==> config.mk <==
export PLATFORM = sky130hd
export DESIGN_NAME = tmc_top
export DESIGN_NICKNAME = d
export VERILOG_FILES = /design/src/tmc_pkg.sv /design/src/tmc_half.sv /design/src/tmc_axi_slave.sv /design/src/tmc_top.sv
export VERILOG_INCLUDE_DIRS = /design/src
export SDC_FILE = /design/constraint.sdc
export NUM_CORES = 1
export LEC_CHECK = 0
export BUFFER_PORTS_ARGS = -buffer_cell sky130_fd_sc_hd__buf_2
export CAP_MARGIN = 20
export CORE_MARGIN = 2
export CORE_UTILIZATION = 49
export DETAILED_ROUTE_END_ITERATION = 10
export PLACE_DENSITY = 0.79
export RECOVER_POWER = 50
export SLEW_MARGIN = 10
export SYNTH_ARGS = -nofsm -noshare
export SYNTH_HDL_FRONTEND = slang
export SYNTH_SLANG_ARGS = --single-unit
export TNS_END_PERCENT = 10
==> constraint.sdc <==
create_clock -name clk -period 1.75 [get_ports clk]
set_clock_uncertainty 0.05 [all_clocks]
set_input_delay 0.35 -clock clk [delete_from_list [all_inputs] [get_ports clk]]
set_output_delay 0.35 -clock clk [all_outputs]
set_load 0.01 [all_outputs]
==> src/tmc_map.svh <==
// Register offsets, field positions, masks, reset values and response codes for the timer mode control block
`ifndef TMC_MAP_SVH
`define TMC_MAP_SVH

`define TMC_OFS_CONFIG      12'h000
`define TMC_OFS_A_MODE      12'h004
`define TMC_OFS_B_MODE      12'h008
`define TMC_OFS_CONTROL     12'h00C

`define TMC_CFG_LSB         0
`define TMC_CFG_MSB         2
`define TMC_MODE_LSB        0
`define TMC_MODE_MSB        1
`define TMC_MODE_MASK       32'h0000000F
`define TMC_CFG_MASK        32'h00000007
`define TMC_CTL_MASK        32'h00000F7F

`define TMC_CTL_A_EN        0
`define TMC_CTL_A_FRZ       1
`define TMC_CTL_A_EDGE_LSB  2
`define TMC_CTL_A_EDGE_MSB  3
`define TMC_CTL_CLK_EN      4
`define TMC_CTL_A_TRIG      5
`define TMC_CTL_A_PWM_INV   6
`define TMC_CTL_B_EN        8
`define TMC_CTL_B_FRZ       9
`define TMC_CTL_B_EDGE_LSB  10
`define TMC_CTL_B_EDGE_MSB  11

`define TMC_RST_REG         32'h00000000
`define TMC_RESP_OKAY       2'h0
`define TMC_RESP_SLVERR     2'h2

`endif

==> src/tmc_pkg.sv <==
// Types shared by the timer mode control block
package tmc_pkg;

    // Two-bit half mode encodings
    typedef enum logic [1:0] {
        TMC_MODE_RSVD     = 2'h0,
        TMC_MODE_ONE_SHOT = 2'h1,
        TMC_MODE_PERIODIC = 2'h2,
        TMC_MODE_CAPTURE  = 2'h3
    } tmc_mode_t;

    // Capture edge encodings
    typedef enum logic [1:0] {
        TMC_EDGE_RISE = 2'h0,
        TMC_EDGE_FALL = 2'h1,
        TMC_EDGE_RSVD = 2'h2,
        TMC_EDGE_BOTH = 2'h3
    } tmc_edge_t;

    // Module-wide configuration classes
    typedef enum logic [1:0] {
        TMC_CFG_WIDE   = 2'h0,
        TMC_CFG_CLOCK  = 2'h1,
        TMC_CFG_SPLIT  = 2'h2,
        TMC_CFG_BAD    = 2'h3
    } tmc_cfg_t;

endpackage

==> src/tmc_half.sv <==
// One timer half: mode decode, debug freeze and capture edge detection
`timescale 1ns/100ps
`include "tmc_map.svh"
module tmc_half
    import tmc_pkg::*;
(
    input  wire logic       clk,
    input  wire logic       rst_b,
    input  wire logic       enable,
    input  wire logic       freeze_en,
    input  wire logic       debug_halt,
    input  wire logic       valid_cfg,
    input  wire logic [1:0] mode,
    input  wire logic [1:0] edge_sel,
    input  wire logic       cap_in,
    output logic            run_reg,
    output logic            one_shot_reg,
    output logic            periodic_reg,
    output logic            capture_reg,
    output logic            event_reg
);
    logic cap_d_reg;
    logic mode_ok;
    logic cap_arm;
    logic rise;
    logic fall;
    logic hit;

    // [RULE1] reserved mode rejected
    assign mode_ok = valid_cfg && (mode != TMC_MODE_RSVD);
    assign cap_arm = enable && mode_ok && (mode == TMC_MODE_CAPTURE);
    assign rise    = cap_in && !cap_d_reg;
    assign fall    = !cap_in && cap_d_reg;
    // [RULE5] edge select decode
    assign hit = (edge_sel == TMC_EDGE_RISE) ? rise :
                 (edge_sel == TMC_EDGE_FALL) ? fall :
                 (edge_sel == TMC_EDGE_BOTH) ? (rise || fall) : 1'b0;

    // Registered status; freeze only applies while debug halts the core
    always_ff @(posedge clk) begin
        if (!rst_b) begin
            cap_d_reg    <= 1'b0;
            run_reg      <= 1'b0;
            one_shot_reg <= 1'b0;
            periodic_reg <= 1'b0;
            capture_reg  <= 1'b0;
            event_reg    <= 1'b0;
        end else begin
            cap_d_reg    <= cap_in;
            // [RULE6] freeze under halt
            run_reg      <= enable && mode_ok && !(freeze_en && debug_halt);
            one_shot_reg <= mode_ok && (mode == TMC_MODE_ONE_SHOT);
            periodic_reg <= mode_ok && (mode == TMC_MODE_PERIODIC);
            capture_reg  <= mode_ok && (mode == TMC_MODE_CAPTURE);
            event_reg    <= cap_arm && hit;
        end
    end
endmodule

==> src/tmc_axi_slave.sv <==
// AXI4-Lite slave front end: one write and one read at a time
`timescale 1ns/100ps
`include "tmc_map.svh"
module tmc_axi_slave (
    input  wire logic        clk,
    input  wire logic        rst_b,
    input  wire logic [11:0] s_axi_awaddr,
    input  wire logic        s_axi_awvalid,
    output logic             s_axi_awready,
    input  wire logic [31:0] s_axi_wdata,
    input  wire logic [3:0]  s_axi_wstrb,
    input  wire logic        s_axi_wvalid,
    output logic             s_axi_wready,
    output logic [1:0]       s_axi_bresp,
    output logic             s_axi_bvalid,
    input  wire logic        s_axi_bready,
    input  wire logic [11:0] s_axi_araddr,
    input  wire logic        s_axi_arvalid,
    output logic             s_axi_arready,
    output logic [31:0]      s_axi_rdata,
    output logic [1:0]       s_axi_rresp,
    output logic             s_axi_rvalid,
    input  wire logic        s_axi_rready,
    output logic             wr_stb,
    output logic [11:0]      wr_addr,
    output logic [31:0]      wr_data,
    output logic [3:0]       wr_strb,
    input  wire logic        wr_ok,
    output logic [11:0]      rd_addr,
    input  wire logic [31:0] rd_data,
    input  wire logic        rd_ok
);
    logic aw_have_reg;
    logic w_have_reg;
    logic [11:0] aw_addr_reg;
    logic aw_take;
    logic w_take;
    logic wr_fire;
    logic ar_take;

    // Ready only while the slot is empty and no response is pending
    assign s_axi_awready = !aw_have_reg && !s_axi_bvalid;
    assign s_axi_wready  = !w_have_reg && !s_axi_bvalid;
    assign s_axi_arready = !s_axi_rvalid;
    assign aw_take = s_axi_awvalid && s_axi_awready;
    assign w_take  = s_axi_wvalid && s_axi_wready;
    assign ar_take = s_axi_arvalid && s_axi_arready;
    assign wr_fire = aw_have_reg && w_have_reg;
    assign wr_stb  = wr_fire;
    assign wr_addr = aw_addr_reg;
    assign rd_addr = s_axi_araddr;

    // Address and data may arrive in either order
    always_ff @(posedge clk) begin
        if (!rst_b) begin
            aw_have_reg  <= 1'b0;
            w_have_reg   <= 1'b0;
            aw_addr_reg  <= 12'h000;
            wr_data      <= 32'h00000000;
            wr_strb      <= 4'h0;
            s_axi_bvalid <= 1'b0;
            s_axi_bresp  <= `TMC_RESP_OKAY;
            s_axi_rvalid <= 1'b0;
            s_axi_rdata  <= 32'h00000000;
            s_axi_rresp  <= `TMC_RESP_OKAY;
        end else begin
            if (aw_take) begin
                aw_have_reg <= 1'b1;
                aw_addr_reg <= s_axi_awaddr;
            end
            if (w_take) begin
                w_have_reg <= 1'b1;
                wr_data    <= s_axi_wdata;
                wr_strb    <= s_axi_wstrb;
            end
            if (wr_fire) begin
                aw_have_reg  <= 1'b0;
                w_have_reg   <= 1'b0;
                s_axi_bvalid <= 1'b1;
                s_axi_bresp  <= wr_ok ? `TMC_RESP_OKAY : `TMC_RESP_SLVERR;
            end else if (s_axi_bready) begin
                s_axi_bvalid <= 1'b0;
            end
            if (ar_take) begin
                s_axi_rvalid <= 1'b1;
                s_axi_rdata  <= rd_ok ? rd_data : 32'h00000000;
                s_axi_rresp  <= rd_ok ? `TMC_RESP_OKAY : `TMC_RESP_SLVERR;
            end else if (s_axi_rready) begin
                s_axi_rvalid <= 1'b0;
            end
        end
    end
endmodule

==> src/tmc_top.sv <==
// Timer mode control: configuration, half modes and control register over AXI4-Lite
`timescale 1ns/100ps
`include "tmc_map.svh"

// What this block does
// [RULE1] Half mode: 1 one-shot, 2 periodic, 3 capture
// [RULE2] Split setup takes half B mode bits
// [RULE3] Wide setup uses half A mode only
// [RULE4] Configuration field decides mode meaning
// [RULE5] Half B edge select rise/fall/both
// [RULE6] Half B freezes under debug halt
// [RULE7] Control bit 8 enables half B
// [RULE8] Control bit 6 inverts half A PWM
// [RULE9] Control bit 5 gates converter trigger
// [RULE10] Converter must enable and select this timer
// [RULE11] Control bit 4 enables clock counting
// [RULE12] Half A edge select, same encoding
// [RULE13] Half A freezes under debug halt
// [RULE14] Control bit 0 enables half A
// [RULE15] Config 0 wide, 1 clock, 4-7 split
// [RULE16] Reserved control bits read zero
module tmc_top
    import tmc_pkg::*;
(
    input  wire logic        clk,
    input  wire logic        rst_b,
    input  wire logic [11:0] s_axi_awaddr,
    input  wire logic        s_axi_awvalid,
    output logic             s_axi_awready,
    input  wire logic [31:0] s_axi_wdata,
    input  wire logic [3:0]  s_axi_wstrb,
    input  wire logic        s_axi_wvalid,
    output logic             s_axi_wready,
    output logic [1:0]       s_axi_bresp,
    output logic             s_axi_bvalid,
    input  wire logic        s_axi_bready,
    input  wire logic [11:0] s_axi_araddr,
    input  wire logic        s_axi_arvalid,
    output logic             s_axi_arready,
    output logic [31:0]      s_axi_rdata,
    output logic [1:0]       s_axi_rresp,
    output logic             s_axi_rvalid,
    input  wire logic        s_axi_rready,
    input  wire logic        debug_halt,
    input  wire logic        half_a_cap_pin,
    input  wire logic        half_b_cap_pin,
    input  wire logic        half_a_pwm_raw,
    input  wire logic        half_a_timeout,
    output logic             half_a_run_reg,
    output logic             half_b_run_reg,
    output logic             half_a_one_shot_reg,
    output logic             half_a_periodic_reg,
    output logic             half_a_capture_reg,
    output logic             half_b_one_shot_reg,
    output logic             half_b_periodic_reg,
    output logic             half_b_capture_reg,
    output logic             half_a_event_reg,
    output logic             half_b_event_reg,
    output logic             wide_mode_reg,
    output logic             clock_count_run_reg,
    output logic             half_a_pwm_out_reg,
    output logic             converter_trigger_reg
);
    logic [2:0]  module_configuration_reg;
    logic [3:0]  half_a_mode_register_reg;
    logic [3:0]  half_b_mode_register_reg;
    logic [31:0] module_control_register_reg;
    logic [1:0]  halt_sync_reg;
    logic [1:0]  a_pin_sync_reg;
    logic [1:0]  b_pin_sync_reg;
    logic [1:0]  pwm_sync_reg;
    logic [1:0]  tmo_sync_reg;
    logic        wr_stb;
    logic [11:0] wr_addr;
    logic [31:0] wr_data;
    logic [3:0]  wr_strb;
    logic [11:0] rd_addr;
    logic [31:0] rd_data;
    logic        wr_ok;
    logic        rd_ok;
    logic [31:0] wmask;
    logic [31:0] ctl_next;
    logic [31:0] cfg_next;
    logic [31:0] amr_next;
    logic [31:0] bmr_next;
    logic        wr_cfg;
    logic        wr_amr;
    logic        wr_bmr;
    logic        wr_ctl;
    tmc_cfg_t    cfg_class;
    logic        split_cfg;
    logic        wide_cfg;
    logic [1:0]  half_b_mode_field;
    logic [1:0]  half_a_mode_field;
    logic [1:0]  b_mode_sel;
    logic        half_a_enable;
    logic        half_a_debug_freeze;
    logic [1:0]  half_a_edge_select;
    logic        clock_count_enable;
    logic        half_a_trigger_enable;
    logic        half_a_pwm_invert;
    logic        half_b_enable;
    logic        half_b_debug_freeze;
    logic [1:0]  half_b_edge_select;
    logic        a_run;
    logic        b_run;

    // Bus front end; the responses come from its flip-flops
    tmc_axi_slave u_bus (
        .clk           (clk),
        .rst_b         (rst_b),
        .s_axi_awaddr  (s_axi_awaddr),
        .s_axi_awvalid (s_axi_awvalid),
        .s_axi_awready (s_axi_awready),
        .s_axi_wdata   (s_axi_wdata),
        .s_axi_wstrb   (s_axi_wstrb),
        .s_axi_wvalid  (s_axi_wvalid),
        .s_axi_wready  (s_axi_wready),
        .s_axi_bresp   (s_axi_bresp),
        .s_axi_bvalid  (s_axi_bvalid),
        .s_axi_bready  (s_axi_bready),
        .s_axi_araddr  (s_axi_araddr),
        .s_axi_arvalid (s_axi_arvalid),
        .s_axi_arready (s_axi_arready),
        .s_axi_rdata   (s_axi_rdata),
        .s_axi_rresp   (s_axi_rresp),
        .s_axi_rvalid  (s_axi_rvalid),
        .s_axi_rready  (s_axi_rready),
        .wr_stb        (wr_stb),
        .wr_addr       (wr_addr),
        .wr_data       (wr_data),
        .wr_strb       (wr_strb),
        .wr_ok         (wr_ok),
        .rd_addr       (rd_addr),
        .rd_data       (rd_data),
        .rd_ok         (rd_ok)
    );

    // Byte-lane mask from write strobes
    assign wmask = {{8{wr_strb[3]}}, {8{wr_strb[2]}}, {8{wr_strb[1]}}, {8{wr_strb[0]}}};

    // Address decode on aligned words
    assign wr_cfg = wr_stb && (wr_addr == `TMC_OFS_CONFIG);
    assign wr_amr = wr_stb && (wr_addr == `TMC_OFS_A_MODE);
    assign wr_bmr = wr_stb && (wr_addr == `TMC_OFS_B_MODE);
    assign wr_ctl = wr_stb && (wr_addr == `TMC_OFS_CONTROL);
    assign wr_ok  = wr_cfg || wr_amr || wr_bmr || wr_ctl;
    assign rd_ok  = (rd_addr == `TMC_OFS_CONFIG) || (rd_addr == `TMC_OFS_A_MODE) ||
                    (rd_addr == `TMC_OFS_B_MODE) || (rd_addr == `TMC_OFS_CONTROL);

    // Merge write data into each register, keeping only implemented bits
    assign cfg_next = ((wr_data & wmask) | ({29'h0, module_configuration_reg} & ~wmask))
                      & `TMC_CFG_MASK;
    assign amr_next = ((wr_data & wmask) | ({28'h0, half_a_mode_register_reg} & ~wmask))
                      & `TMC_MODE_MASK;
    assign bmr_next = ((wr_data & wmask) | ({28'h0, half_b_mode_register_reg} & ~wmask))
                      & `TMC_MODE_MASK;
    // [RULE16] reserved bits dropped
    assign ctl_next = ((wr_data & wmask) | (module_control_register_reg & ~wmask))
                      & `TMC_CTL_MASK;

    // Read mux; unmapped addresses return zero with an error response
    assign rd_data = (rd_addr == `TMC_OFS_CONFIG)  ? {29'h0, module_configuration_reg} :
                     (rd_addr == `TMC_OFS_A_MODE)  ? {28'h0, half_a_mode_register_reg} :
                     (rd_addr == `TMC_OFS_B_MODE)  ? {28'h0, half_b_mode_register_reg} :
                     (rd_addr == `TMC_OFS_CONTROL) ? module_control_register_reg :
                     32'h00000000;

    // Software registers
    always_ff @(posedge clk) begin
        if (!rst_b) begin
            module_configuration_reg    <= 3'h0;
            half_a_mode_register_reg    <= 4'h0;
            half_b_mode_register_reg    <= 4'h0;
            module_control_register_reg <= `TMC_RST_REG;
        end else begin
            if (wr_cfg)
                module_configuration_reg <= cfg_next[2:0];
            if (wr_amr)
                half_a_mode_register_reg <= amr_next[3:0];
            if (wr_bmr)
                half_b_mode_register_reg <= bmr_next[3:0];
            if (wr_ctl)
                module_control_register_reg <= ctl_next;
        end
    end

    // Control field views
    assign half_a_enable         = module_control_register_reg[`TMC_CTL_A_EN];
    assign half_a_debug_freeze   = module_control_register_reg[`TMC_CTL_A_FRZ];
    assign half_a_edge_select    = module_control_register_reg[`TMC_CTL_A_EDGE_MSB:`TMC_CTL_A_EDGE_LSB];
    assign clock_count_enable    = module_control_register_reg[`TMC_CTL_CLK_EN];
    assign half_a_trigger_enable = module_control_register_reg[`TMC_CTL_A_TRIG];
    assign half_a_pwm_invert     = module_control_register_reg[`TMC_CTL_A_PWM_INV];
    assign half_b_enable         = module_control_register_reg[`TMC_CTL_B_EN];
    assign half_b_debug_freeze   = module_control_register_reg[`TMC_CTL_B_FRZ];
    assign half_b_edge_select    = module_control_register_reg[`TMC_CTL_B_EDGE_MSB:`TMC_CTL_B_EDGE_LSB];
    assign half_a_mode_field     = half_a_mode_register_reg[`TMC_MODE_MSB:`TMC_MODE_LSB];
    assign half_b_mode_field     = half_b_mode_register_reg[`TMC_MODE_MSB:`TMC_MODE_LSB];

    // [RULE15] configuration class decode
    assign cfg_class = (module_configuration_reg == 3'h0) ? TMC_CFG_WIDE :
                       (module_configuration_reg == 3'h1) ? TMC_CFG_CLOCK :
                       module_configuration_reg[2] ? TMC_CFG_SPLIT : TMC_CFG_BAD;
    // [RULE4] mode meaning follows configuration
    assign split_cfg = (cfg_class == TMC_CFG_SPLIT);
    assign wide_cfg  = (cfg_class == TMC_CFG_WIDE);

    // [RULE2] split uses half B field
    // [RULE3] wide ignores half B register
    assign b_mode_sel = split_cfg ? half_b_mode_field : half_a_mode_field;

    // Pin and halt inputs pass two flip-flops before any logic sees them
    always_ff @(posedge clk) begin
        if (!rst_b) begin
            halt_sync_reg  <= 2'h0;
            a_pin_sync_reg <= 2'h0;
            b_pin_sync_reg <= 2'h0;
            pwm_sync_reg   <= 2'h0;
            tmo_sync_reg   <= 2'h0;
        end else begin
            halt_sync_reg  <= {halt_sync_reg[0], debug_halt};
            a_pin_sync_reg <= {a_pin_sync_reg[0], half_a_cap_pin};
            b_pin_sync_reg <= {b_pin_sync_reg[0], half_b_cap_pin};
            pwm_sync_reg   <= {pwm_sync_reg[0], half_a_pwm_raw};
            tmo_sync_reg   <= {tmo_sync_reg[0], half_a_timeout};
        end
    end

    // [RULE14] half A enable, [RULE13] half A freeze, [RULE12] half A edges
    tmc_half u_half_a (
        .clk          (clk),
        .rst_b        (rst_b),
        .enable       (half_a_enable),
        .freeze_en    (half_a_debug_freeze),
        .debug_halt   (halt_sync_reg[1]),
        .valid_cfg    (split_cfg || wide_cfg),
        .mode         (half_a_mode_field),
        .edge_sel     (half_a_edge_select),
        .cap_in       (a_pin_sync_reg[1]),
        .run_reg      (a_run),
        .one_shot_reg (half_a_one_shot_reg),
        .periodic_reg (half_a_periodic_reg),
        .capture_reg  (half_a_capture_reg),
        .event_reg    (half_a_event_reg)
    );

    // [RULE7] half B enable; only a live half in split setup
    tmc_half u_half_b (
        .clk          (clk),
        .rst_b        (rst_b),
        .enable       (half_b_enable),
        .freeze_en    (half_b_debug_freeze),
        .debug_halt   (halt_sync_reg[1]),
        .valid_cfg    (split_cfg),
        .mode         (b_mode_sel),
        .edge_sel     (half_b_edge_select),
        .cap_in       (b_pin_sync_reg[1]),
        .run_reg      (b_run),
        .one_shot_reg (half_b_one_shot_reg),
        .periodic_reg (half_b_periodic_reg),
        .capture_reg  (half_b_capture_reg),
        .event_reg    (half_b_event_reg)
    );

    assign half_a_run_reg = a_run;
    assign half_b_run_reg = b_run;

    // Top-level outputs, each from its own flip-flop
    always_ff @(posedge clk) begin
        if (!rst_b) begin
            wide_mode_reg         <= 1'b0;
            clock_count_run_reg   <= 1'b0;
            half_a_pwm_out_reg    <= 1'b0;
            converter_trigger_reg <= 1'b0;
        end else begin
            wide_mode_reg         <= wide_cfg;
            // [RULE11] clock counting enable
            clock_count_run_reg   <= clock_count_enable && (cfg_class == TMC_CFG_CLOCK);
            // [RULE8] PWM inversion
            half_a_pwm_out_reg    <= pwm_sync_reg[1] ^ half_a_pwm_invert;
            // [RULE9] trigger gate; converter side must also select us
            converter_trigger_reg <= tmo_sync_reg[1] && half_a_trigger_enable;
        end
    end
endmodule

==> impl_results.md <==
- Clk pwr share: 36.5%
- Hold buffers post-CTS: 0
- Total grt overflow: 0
- RSZ-0062 raised after global routing: no
- HPWL Detailed: 4.97 mm
- Initial Util: 49.7%
- Worst hold path class: in -> reg
- Reg2Reg Depth: 4
- MaxCap Viol Count: 0
- Initial antenna violation count: 0
- Power Density: 939 nW/um2
- Utilization after layout: 57.7%
- Outcome: completed
- Core box area: 7140 um2
- Final min period: 1.64 ns
- Pleak: 1.74 nW
- Tot Pwr: 3.87 mW
- Final Hold Fails: 0
- Clock Pin Slew Worst Setup and Hold Paths: 0.09 ns
- Post-synthesis sequential area ratio: 50.8%
- Number of warnings issued by yosys: 0
- Vias in the first global route: 2362
- Async set-reset flop share out of synthesis: 0%
- Clock Sinks: 90
- R2R Path Start: u_bus.wr_addr[8]$_SDFFE_PN0P_
- Post-synth top cells: 90 x dfxtp_1, 83 x nand2_1, 28 x a21boi_0
- Wirelength per Cell: 12.0 um
- Peak VDD IR: 0.439 mV
- CP Max Fanout: 4
- Dominant cells by area after synthesis: dfxtp_1 51%, nand2_1 8.8%, a21boi_0 5.9%
- Net Switching: 0.964 mW
- Vias/cell: 4.74
- Final Wtd Congestion: 0.788
- I/O pin total: 127
- Root buf cell: clkbuf_8
- CTS tree: built
- Fin crit share: 93.7%
- Post-CTS setup buffers: 0
- Drt pass-1 iters: 5
- Sequential share of power: 55.6%
- Relative slew margins: 51.9%
- Rows: 31
- Layout cells sized above 1: 16.7%
- Post-Syn Instances: 383
- Synthesized area per cell: 9.26 um2
- Routed Antenna Nets: 0
- Total Wirelength: 6.80 mm
- Fill cells: 680
- Synth area leader: dfxtp_1
- Total GRT Usage: 17.7%
- Number of synthesized flops with an enable pin: 0
- Area growth syn-to-layout: 16.1%
- FMAX: 0.610 GHz
- Vias after detailed routing: 2680
- Post-DP Area: 3960 um2
- Antenna diode count: 0
- Most frequent cell after synthesis: dfxtp_1
- Synth Register Bits: 90
- Multi-input logic area: 1560 um2
- Ys flop type: dfxtp_1
- Design area: 4120 um2
- H-tree Lvls: 3
- Die area: 7940 um2
- Reg2reg setup slack: 0.11 ns
- TritonCTS buffer count: 9
- Combinational power share: 7.9%
- Clk_lat worst skew: 0.35 ns
- Slew @ Worst Pin: 0.719 ns
- Sw Ratio: 24.9%
- Worst Setup SP: u_bus.wr_addr[8]$_SDFFE_PN0P_
- First-pass GRT wire length: 10.7 mm
- Arr. time, crit path: 1.86 ns
- # setup viols final: 0
- Top-area cell type share of the netlist area: 50.8%
- DRC: 0
- Kind of critical path: reg -> reg
- Fin Hold WS: 0.144 ns
- Die H: 89.1 um
- Storage cell area: 1800 um2
- CP required: 1.97 ns
- PortBufs: 80
- Setup TNS: 0 ns
- Clock Path Buffers: 2
- Synth unique cells: 33
- Post-CTS Resized: 0
- Net count, final: 537
- Mapped cell area: 3550 um2
- Die Wd: 89.1 um
- Largest net degree at the start of global routing: 64
- Slew Limit Fails: 0
- Startpoint types: register
- Initial DRC count: 110
- Internal power: 2.91 mW
- Crit end category: register
- WHS Path Cells: 2
[power groups by stage]
stage | Clock (mW) | Combinational (mW) | Sequential, mW
CTS | 1.44 | 0.313 | 2.15
detailed placement | 0 | 0.313 | 2.20
global route | 1.54 | 0.352 | 2.16
finish | 1.41 | 0.306 | 2.15
global placement | 0 | 0.304 | 2.20
floorplan | 0 | 0.238 | 2.19
[worst min-delay path by stage]
stage	startpoint	endpoint	slack [ns]
final	half_a_timeout	tmo_sync_reg[0]$_SDFF_PN0_	0.14
after CTS	half_a_timeout	tmo_sync_reg[0]$_SDFF_PN0_	0.13
after floorplan	a_pin_sync_reg[0]$_SDFF_PN0_	a_pin_sync_reg[1]$_SDFF_PN0_	0.36
after global routing	half_a_timeout	tmo_sync_reg[0]$_SDFF_PN0_	0.12
after detailed placement	a_pin_sync_reg[0]$_SDFF_PN0_	a_pin_sync_reg[1]$_SDFF_PN0_	0.37
after global placement	b_pin_sync_reg[0]$_SDFF_PN0_	b_pin_sync_reg[1]$_SDFF_PN0_	0.37
[worst max-delay path, stage by stage (launching register included)]
cell	delay, ns
dfxtp_1	0.34
nor4_4	0.34
and2_1	0.25
nand4_1	0.31
mux2i_1	0.26
[stage by stage]
stage          cells  setup WS, ns
2_1_floorplan    405         0.355
3_3_place_gp     549         0.149
3_5_place_dp     549        0.0973
4_1_cts          565         0.119
5_1_grt          565       0.00451
6_report         565         0.111
[final cells by class]
type / count / area share [%]
Sequential cell: 90 / 43.7
Clock inverter: 7 / 1.85
Clock buffer: 9 / 3.01
Inverter: 8 / 0.729
Tap cell: 99 / 3.01
Timing Repair Buffer: 85 / 9.87
Multi-Input combinational cell: 267 / 37.8
[logic make-up after synthesis]
logic type | Yosys count | share of synthesized area, %
compound gates | 59 | 11.4
xor+xnor | 1 | 0.247
fa+ha+maj | 4 | 1.41
buf+inv | 48 | 7.69
flops | 90 | 50.8
mux | 19 | 6.14
other cells | 1 | 0.106
simple gates | 161 | 22.2
[layer usage]
layer  vias up  track usage, %  share of wire [%]
li1       1391               -                  -
met1      1201            22.4                 47
met2        81            28.7                 46
met3         7            5.17                5.8
met4         0            6.51                1.2
met5         -               0                  0
[placed cells by master (no fill, tap or decap), types with 6 or more instances in the layout]
cell	Yosys	layout
and2_1	16	14
inv_1	8	8
a22o_1	7	7
buf_2	5	51
nor3_1	7	7
nand4_1	6	6
nor2_1	14	14
a21boi_0	28	28
o21ai_0	14	14
nand3_1	9	9
clkbuf_1	12	31
nand2_1	83	83
nor2b_1	9	9
mux2i_1	15	15
conb_1	1	23
clkbuf_8	0	9
dfxtp_1	90	90
Power figures use the tool's default switching activity.
